**src/bmmc_map.vh**
```
`ifndef BMMC_MAP_VH
`define BMMC_MAP_VH
`define BMMC_ADDR_LINES_NARROW 5'h10
`define BMMC_ADDR_LINES_WIDE   5'h14
`define BMMC_BOOT_VEC_INT      20'h4_0000
`define BMMC_BOOT_VEC_EXT_NAR  20'h0_0000
`define BMMC_BOOT_VEC_EXT_WIDE 20'h4_0000
`define BMMC_COP_VEC_OFS       20'h0_0002
`define BMMC_PIN_FN_GPIO       4'h0
`define BMMC_PIN_FN_ADDR       4'hF
`define BMMC_CS_LEGACY         1'b1
`define BMMC_BIT_CLEAR         1'b0
`define BMMC_BIT_SET           1'b1
`endif

```
**src/bmmc_vector_sel.v**
```verilog
`timescale 1ns/1ps
`include "bmmc_map.vh"
module bmmc_vector_sel (
  input  wire        ext_boot,
  input  wire        wide_addr,
  output wire [19:0] reset_vector,
  output wire [19:0] cop_vector
);
  // external narrow boot shadows the bottom of program space
  assign reset_vector = !ext_boot ? `BMMC_BOOT_VEC_INT :
                        (wide_addr ? `BMMC_BOOT_VEC_EXT_WIDE : `BMMC_BOOT_VEC_EXT_NAR);
  assign cop_vector   = reset_vector + `BMMC_COP_VEC_OFS;
endmodule

```
**src/bmmc_top.v**
```verilog
`timescale 1ns/1ps
`include "bmmc_map.vh"
// What this block does
// - At reset the security bit loads from the flash secured state and the map bit from the boot strap.
// - With both bits zero the chip boots internally, 16 address lines, secured, no external program space, debug off.
// - A strap asking for external boot while secured is rejected and the zero state is used.
// - Security bit one and map bit zero boots internally with 16 address lines.
// - Both bits one boots externally, unsecured, with the wide-address strap choosing the interface width.
// - The security bit is loaded only at reset and ignores later flash state changes.
// - A software write to the security bit changes neither flash security nor the program map.
// - After reset software may write the map bit, zero for internal map and one for external map.
// - If the security bit was zero at reset, map bit writes have no effect on the program map.
// - After reset the first two chip selects act as program and data strobes in legacy mode.
// - In external boot the wide-address strap turns four general pins into address bits 19 to 16, only bit 16 usable.
// - The reset vector depends on the wide-address strap and the boot mode.
// - The boot strap level is caught as the operating mode when reset is released.
// - Wide strap high in external boot gives a 20-bit bus, low gives a 16-bit bus.
module bmmc_top (
  input  wire        mclk,
  input  wire        rst_b,
  input  wire        flash_secured_b,
  input  wire        external_boot_strap,
  input  wire        wide_address_strap,
  input  wire        sw_wr_map_select,
  input  wire        sw_wr_security_mode,
  input  wire        sw_wdata,
  input  wire        legacy_cs_clear,
  output reg         map_select_bit,
  output reg         security_mode_bit,
  output reg         external_boot,
  output reg         external_map,
  output reg         flash_unsecured,
  output reg         ext_pspace_allowed,
  output reg         on_chip_debug_unit_en,
  output reg  [4:0]  addr_lines,
  output reg  [3:0]  upper_addr_pin_fn,
  output reg         address_bit_sixteen_en,
  output reg         chip_select_zero_is_program_space_strobe,
  output reg         chip_select_one_is_data_space_strobe,
  output reg  [19:0] reset_vector,
  output reg  [19:0] cop_reset_vector
);
  // one-hot boot mode, captured while reset holds
  localparam [2:0] MODE_INT_LOCKED = 3'h1;
  localparam [2:0] MODE_INT_OPEN   = 3'h2;
  localparam [2:0] MODE_EXT_BOOT   = 3'h4;

  // next_ values are built in the blocks below, registers copy them except the derived outputs under reset
  reg  [2:0]  boot_state;
  reg  [2:0]  next_boot_state;
  reg         wide_latched;
  reg         next_wide_latched;
  reg         next_external_boot;
  reg         next_security_mode_bit;
  reg         next_map_select_bit;
  reg         next_cs_program_strobe;
  reg         next_cs_data_strobe;
  reg         next_external_map;
  reg         next_flash_unsecured;
  reg         next_ext_pspace_allowed;
  reg         next_debug_en;
  reg  [4:0]  next_addr_lines;
  reg  [3:0]  next_upper_addr_pin_fn;
  reg         next_address_bit_sixteen_en;
  reg  [19:0] next_reset_vector;
  reg  [19:0] next_cop_reset_vector;
  wire        mode_ext;
  wire [19:0] vec_rst;
  wire [19:0] vec_cop;

  function ext_granted(input unsecured, input strap);
    ext_granted = unsecured & strap;
  endfunction

  function [2:0] mode_decode(input unsecured, input strap);
    if (ext_granted(unsecured, strap))
      mode_decode = MODE_EXT_BOOT;
    else if (unsecured)
      mode_decode = MODE_INT_OPEN;
    else
      mode_decode = MODE_INT_LOCKED;
  endfunction

  function [4:0] lines_for(input wide);
    lines_for = wide ? `BMMC_ADDR_LINES_WIDE : `BMMC_ADDR_LINES_NARROW;
  endfunction

  function [3:0] pins_for(input wide);
    pins_for = wide ? `BMMC_PIN_FN_ADDR : `BMMC_PIN_FN_GPIO;
  endfunction

  assign mode_ext = ext_granted(flash_secured_b, external_boot_strap);

  // vectors follow the registered mode, so they settle one edge after release
  bmmc_vector_sel u_vec (
    .ext_boot     (external_boot),
    .wide_addr    (wide_latched),
    .reset_vector (vec_rst),
    .cop_vector   (vec_cop)
  );

  // straps are sampled on every clock edge while reset holds; the last one before release wins
  always @* begin
    next_boot_state        = boot_state;
    next_wide_latched      = wide_latched;
    next_external_boot     = external_boot;
    next_security_mode_bit = security_mode_bit;
    next_map_select_bit    = map_select_bit;
    next_cs_program_strobe = chip_select_zero_is_program_space_strobe;
    next_cs_data_strobe    = chip_select_one_is_data_space_strobe;
    if (!rst_b) begin
      next_boot_state        = mode_decode(flash_secured_b, external_boot_strap);
      next_security_mode_bit = flash_secured_b;
      next_map_select_bit    = mode_ext;
      next_external_boot     = mode_ext;
      next_wide_latched      = mode_ext & wide_address_strap;
      next_cs_program_strobe = `BMMC_CS_LEGACY;
      next_cs_data_strobe    = `BMMC_CS_LEGACY;
    end else begin
      if (sw_wr_security_mode) begin
        next_security_mode_bit = sw_wdata;
      end
      if (sw_wr_map_select) begin
        next_map_select_bit = sw_wdata;
      end
      if (legacy_cs_clear) begin
        next_cs_program_strobe = `BMMC_BIT_CLEAR;
        next_cs_data_strobe    = `BMMC_BIT_CLEAR;
      end
    end
  end

  // captured state held
  // no reset branch: the capture block already gives the reset values
  always @(posedge mclk) begin
    boot_state        <= next_boot_state;
    wide_latched      <= next_wide_latched;
    external_boot     <= next_external_boot;
    security_mode_bit <= next_security_mode_bit;
    map_select_bit    <= next_map_select_bit;
    chip_select_zero_is_program_space_strobe <= next_cs_program_strobe;
    chip_select_one_is_data_space_strobe     <= next_cs_data_strobe;
  end

  // enables by mode
  // enables come from the captured code, never from the live flash state
  always @* begin
    next_flash_unsecured    = `BMMC_BIT_CLEAR;
    next_ext_pspace_allowed = `BMMC_BIT_CLEAR;
    next_debug_en           = `BMMC_BIT_CLEAR;
    case (boot_state)
      MODE_INT_OPEN: begin
        next_flash_unsecured    = `BMMC_BIT_SET;
        next_ext_pspace_allowed = `BMMC_BIT_SET;
        next_debug_en           = `BMMC_BIT_SET;
      end
      MODE_EXT_BOOT: begin
        next_flash_unsecured    = `BMMC_BIT_SET;
        next_ext_pspace_allowed = `BMMC_BIT_SET;
        next_debug_en           = `BMMC_BIT_SET;
      end
      MODE_INT_LOCKED: begin
        next_flash_unsecured    = `BMMC_BIT_CLEAR;
        next_ext_pspace_allowed = `BMMC_BIT_CLEAR;
        next_debug_en           = `BMMC_BIT_CLEAR;
      end
      default: begin
        // a corrupt code is treated as secured, never as open
        next_flash_unsecured    = `BMMC_BIT_CLEAR;
        next_ext_pspace_allowed = `BMMC_BIT_CLEAR;
        next_debug_en           = `BMMC_BIT_CLEAR;
      end
    endcase
  end

  always @* begin
    next_external_map           = next_flash_unsecured & map_select_bit;
    next_addr_lines             = lines_for(wide_latched);
    next_upper_addr_pin_fn      = pins_for(wide_latched);
    next_address_bit_sixteen_en = wide_latched;
    next_reset_vector           = vec_rst;
    next_cop_reset_vector       = vec_cop;
  end

  // derived outputs show the locked mode for as long as reset holds
  always @(posedge mclk) begin
    if (!rst_b) begin
      external_map           <= `BMMC_BIT_CLEAR;
      flash_unsecured        <= `BMMC_BIT_CLEAR;
      ext_pspace_allowed     <= `BMMC_BIT_CLEAR;
      on_chip_debug_unit_en  <= `BMMC_BIT_CLEAR;
      addr_lines             <= lines_for(`BMMC_BIT_CLEAR);
      upper_addr_pin_fn      <= pins_for(`BMMC_BIT_CLEAR);
      address_bit_sixteen_en <= `BMMC_BIT_CLEAR;
      reset_vector           <= `BMMC_BOOT_VEC_INT;
      cop_reset_vector       <= `BMMC_BOOT_VEC_INT + `BMMC_COP_VEC_OFS;
    end else begin
      external_map           <= next_external_map;
      flash_unsecured        <= next_flash_unsecured;
      ext_pspace_allowed     <= next_ext_pspace_allowed;
      on_chip_debug_unit_en  <= next_debug_en;
      addr_lines             <= next_addr_lines;
      upper_addr_pin_fn      <= next_upper_addr_pin_fn;
      address_bit_sixteen_en <= next_address_bit_sixteen_en;
      reset_vector           <= next_reset_vector;
      cop_reset_vector       <= next_cop_reset_vector;
    end
  end
endmodule

```
**config.mk**
```make
export PLATFORM = sky130hd
export DESIGN_NAME = bmmc_top
export DESIGN_NICKNAME = d
export VERILOG_FILES = /design/src/bmmc_vector_sel.v /design/src/bmmc_top.v
export VERILOG_INCLUDE_DIRS = /design/src
export SDC_FILE = /design/constraint.sdc
export NUM_CORES = 1
export LEC_CHECK = 0
export ABC_AREA = 1
export ABC_CLOCK_PERIOD_IN_PS = 800
export BUFFER_PORTS_ARGS = -buffer_cell sky130_fd_sc_hd__buf_2
export CAP_MARGIN = 25
export CORE_AREA = 4 4 53 55
export CTS_BUF_LIST = sky130_fd_sc_hd__clkbuf_4 sky130_fd_sc_hd__clkbuf_8
export DETAILED_ROUTE_END_ITERATION = 8
export DIE_AREA = 0 0 57 59
export GPL_TIMING_DRIVEN = 0
export PLACE_DENSITY = 0.77
export SLEW_MARGIN = 15
export SYNTH_ARGS = -nofsm -noshare
export SYNTH_HDL_FRONTEND = slang
export SYNTH_SLANG_ARGS = --single-unit
```
**constraint.sdc**
```tcl
create_clock -name mclk -period 0.8 [get_ports mclk]
set_input_delay 0.04 -clock mclk [delete_from_list [all_inputs] [get_ports mclk]]
set_output_delay 0.04 -clock mclk [all_outputs]
set_load 0.05 [all_outputs]
```
* Word level (Yosys, flattened, before mapping)
Index checks and enable logic that the tools add are counted.
** Storage, ports and cells
- Register bits after elaboration :: 60
- Output and inout port bits :: 59
- Logic and storage cells :: 32
** Operators by class
- Add/subtract/negate cells :: 1
- Equal/unequal tests :: 4
- Mux-type cells :: 10
- Bitwise gates (word level) :: 3
- Reductions and logical operators :: 1
** Operators by type and width (count)
- $add A20 B2 Y20 const B :: 1
- $mux W20 :: 1
- $mux W19 :: 1
- $mux W1 :: 5
- $mux W4 :: 1
- $ne A2 B1 Y1 const B :: 2
- $and A1 B1 Y1 :: 3
- $eq A3 B2 Y1 const B :: 1
- $eq A3 B3 Y1 const B :: 1
- $mux W3 :: 1
- $mux W2 :: 1
- $reduce_or A2 Y1 :: 1

* Longest topological paths before layout
- Depth after elaboration :: 4
- Mapped depth :: 4
- Depth with buffers taken out :: 4

* Cells and area by module
From an unflattened synthesis, not the netlist that was laid out.
** Unflattened totals
- Cell total of the unflattened synthesis :: 215
- Area, all modules :: 1959.4 um^2
** By module, submodules not included
- bmmc_top :: times used 1, cells an instance 172, area each 1651.6 um^2, seq. area each 1091.0 um^2
- bmmc_vector_sel :: times used 1, cells an instance 43, area each 307.8 um^2, seq. area each 0.0 um^2

* Least setup slack after synthesis
Ideal clock, no wire load.
- Path kind :: register to output
- Start :: register, netlist name upper_addr_pin_fn[2]
- End :: output port addr_lines[2]
- Data arrival time :: 973 ps
- Data required time :: 760 ps
- Path slack :: -213 ps
- Cell stages (with the launch flop) :: 2
- Path buffers :: 1
- Cells stage by stage :: dfxtp_1 > buf_4
** RTL lines
- to (decl) :: line bmmc_top.v:35 : output reg [4:0] addr_lines,

==> impl_metrics.csv <==
group,metric,value,unit
placement,postPlaceCellArea,1140,sq um
grt,grt_max_degree,10,
critical_path,cp_top_family,"flip-flops",
power,combPwrFrac,49.3,%
logic_synthesis,synth.avg_cell_area,8.94,sq um
logic_synthesis,netlist_area,822,sq um
critical_path,cp-end-kind,"primary output",
timing,setup_viol,16,
placement,place_hpwl,1280,microns
power,power.internal,1.30,mW
floorplanning,fp.dieH,59,microns
placement,post-place-ws,0.0224,ns
placement,gp_congestion,0.716,
cells_and_area,fillers,214,
critical_path,crit_end,"upper_addr_pin_fn[1]",
grt,grt_pass1_vias,557,
power,switchingPower,0.979,mW
placement,portBuffers,25,
grt,antenna_found_initial,0,
drt,dr.first_iter.drc_count,2,
drt,vias,597,
critical_path,required,0.76,ns
hold_path,hold_path_class,"input port to flip-flop",
logic_synthesis,synth_edf_count,7,
grt,grt_usage,8.97,%
logic_synthesis,netlist.area_leader.share,46.6,%
cells_and_area,fin_cells,193,
critical_path,crit_chain,"buf_6 > buf_8",
critical_path,reg2reg_from,"boot_state[0]",
power,power_frac_seq,32.6,%
critical_path,r2r_cells,3,
logic_synthesis,ys_types,12,
cells_and_area,nets,173,
floorplanning,io_pins,68,
grt,grt_pass1_wl,2300,microns
cells_and_area,diodes,0,
power,p_total,2.28,mW
floorplanning,core_area,2390,sq um
clock_network,clk_pin_slew_worst_paths,0.07,ns
timing,fin_crit_sh,117,%
critical_path,worst-path-stages,2,
clock_network,clock-sinks,12,
run_status,violations,"setup timing",
logic_synthesis,yosys_warnings,0,
power,power_frac_clock,18.1,%
critical_path,cp-start-kind,"flip-flop",
critical_path,crit_buf_inv,2,
clock_network,clockRootBuffer,"clkbuf_4",
logic_synthesis,yosys-top-cells-area,"buf_4, edfxtp_1, dfxtp_1",
critical_path,cpMaxStageDelayCell,"dfxtp_4",
timing,fin_crit,0.935,ns
drt,drc,0,
logic_synthesis,synthArstFlopShare,0,%
flow_run,max_cap_violations,0,
floorplanning,dieArea,3360,sq um
logic_synthesis,synth_cells,92,
timing,grt_setup_unrepaired,"true",
floorplanning,rows,18,
critical_path,timing.rr.end,"external_map",
clock_network,clkLatencyLatePin,0.26,ns
cells_and_area,design_area,1380,sq um
critical_path,cp-startpoint,"upper_addr_pin_fn[2]",
cells_and_area,drive_gt1_share,56.4,%
clock_network,cts_max_path_buffers,2,
timing,fin_skew,0.00314,ns
timing,finalMaxSlewViolations,0,
critical_path,cpPeakStageDelay,0.39,ns
critical_path,rrSetupSlack,0.04,ns
power,swShare,43.0,%
power,power_leakage,0.798,nW
floorplanning,initial_core_util,34.4,%
drt,postRouteAntennaNets,0,
placement,dp.cells,187,
logic_synthesis,synth-seq-area-share,37.7,%
timing,hold_viol,0,
grt,grt_overflow,0,
drt,dr.pass1.iters,3,
logic_synthesis,synth_area_leader_cell,"buf_4",
clock_network,cts_buffers,3,
drt,drt_wl_total,1570,microns
cells_and_area,area_delta_synth_final,67.9,%
power,power_density,1650,nW/um^2
critical_path,worstSetupPathType,"flip-flop to primary output",
clock_network,cts_htree_levels,1,
critical_path,arrival,0.89,ns
timing,fin_ws,-0.135,ns
clock_network,cts_tree,"done",
power,ir_worst_vdd,0.883,mV
drt,wl_per_cell,8.16,microns
logic_synthesis,ys_top_cells_by_count,"buf_4, inv_1, edfxtp_1",
logic_synthesis,ys_ff_latch,12,
critical_path,cp_max_fo,6,
floorplanning,fp.dieW,57,microns
timing,fin_tns_setup,-1.48,ns
run_status,status,"finished, violations left",
logic_synthesis,synth_most_common_cell,"buf_4",
logic_synthesis,synth_ff_type,"edfxtp_1",
timing,max_freq,1070,MHz
drt,viasPerCell,3.09,
==> worst min path at each step <==
stage / start / endpoint / slack, ns / depth (start not counted)
after floorplan: rst_b / chip_select_one_is_data_space_strobe / 0.12 / 1
after global placement: legacy_cs_clear / chip_select_one_is_data_space_strobe / 0.22 / 2
after detailed placement: legacy_cs_clear / chip_select_one_is_data_space_strobe / 0.25 / 2
after CTS: rst_b / chip_select_one_is_data_space_strobe / 0.03 / 2
after global routing: rst_b / upper_addr_pin_fn[2] / 0.04 / 3
final: rst_b / upper_addr_pin_fn[2] / 0.04 / 3
==> sequential cells by signal, indices dropped and copies added, names as in the netlist <==
register                              flops
chip_select_one_is_data_space_strobe      1
lines_for.wide                            1
external_boot                             1
map_select_bit                            1
security_mode_bit                         1
external_map                              1
upper_addr_pin_fn                         1
boot_state                                3
on_chip_debug_unit_en                     1
cop_reset_vector                          1
==> timing repair <==
item	CTS	global route
gates resized for setup	52	7
endpoints found under the hold margin	1	0
buffers inserted	0	1
hold buffers	1	0
pin swaps	0	3
setup endpoints to repair	17	19
==> metal layers <==
layer | track usage (%) | vias to the layer above | routed length [microns]
li1 | - | 326 | -
met1 | 7.59 | 239 | 444
met2 | 19.6 | 32 | 986
met3 | 2.18 | 0 | 143
met4 | 2.98 | 0 | 0
met5 | 0 | - | 0
==> metrics by stage <==
stage	hold slack, ns	utilization, %
2_1_floorplan	0.116	-
3_3_place_gp	0.224	47.9
3_5_place_dp	0.246	47.9
4_1_cts	0.0260	56.8
5_1_grt	0.0440	57.8
6_report	0.0444	57.8
==> cells in the final DEF, fill, tap and decap left out, drive strengths merged <==
master / instances
buf: 77
clkbuf: 4
conb: 42
dfxtp: 5
dlygate4sd3: 1
edfxtp: 7
inv: 10
nand2: 6
nand3: 1
nor2: 5
o21ai: 3
or2: 2
==> cells by family (layout without fill, tap and decap cells) <==
logic type | after synthesis | count (layout) | synth area share, %
DFF | 12 | 12 | 37.7
other | 2 | 42 | 0.914
buffers and inverters | 61 | 92 | 51.1
AOI/OAI and AO/OA | 3 | 3 | 1.83
and+or+nand+nor | 14 | 14 | 8.37
==> tightest hold or removal path, stage by stage <==
cell and delay, ns:
buf_2 0.14, nand2_1 0.06, inv_1 0.03
==> layout make-up <==
| type | count | area [sq um] | area share (%) |
|---|---|---|---|
| multi-input cells | 59 | 244 | 17.7 |
| plain buffers | 51 | 417 | 30.2 |
| inverters | 10 | 37.5 | 2.72 |
| well taps | 30 | 37.5 | 2.72 |
| clock buffers | 4 | 30.0 | 2.18 |
| flip-flops and latches | 12 | 324 | 23.5 |
| repair buffers | 27 | 290 | 21.0 |
==> power by group through the flow <==
stage                     Clock, mW  Sequential (mW)  Combinational, mW
after detailed placement          0            0.742              0.973
after CTS                     0.430            0.741               1.10
after global routing          0.447            0.749               1.17
final                         0.412            0.742               1.12
after floorplan                   0            0.848              0.776
after global placement            0            0.740              0.965
Note: power is estimated with default switching activity, not from simulation.
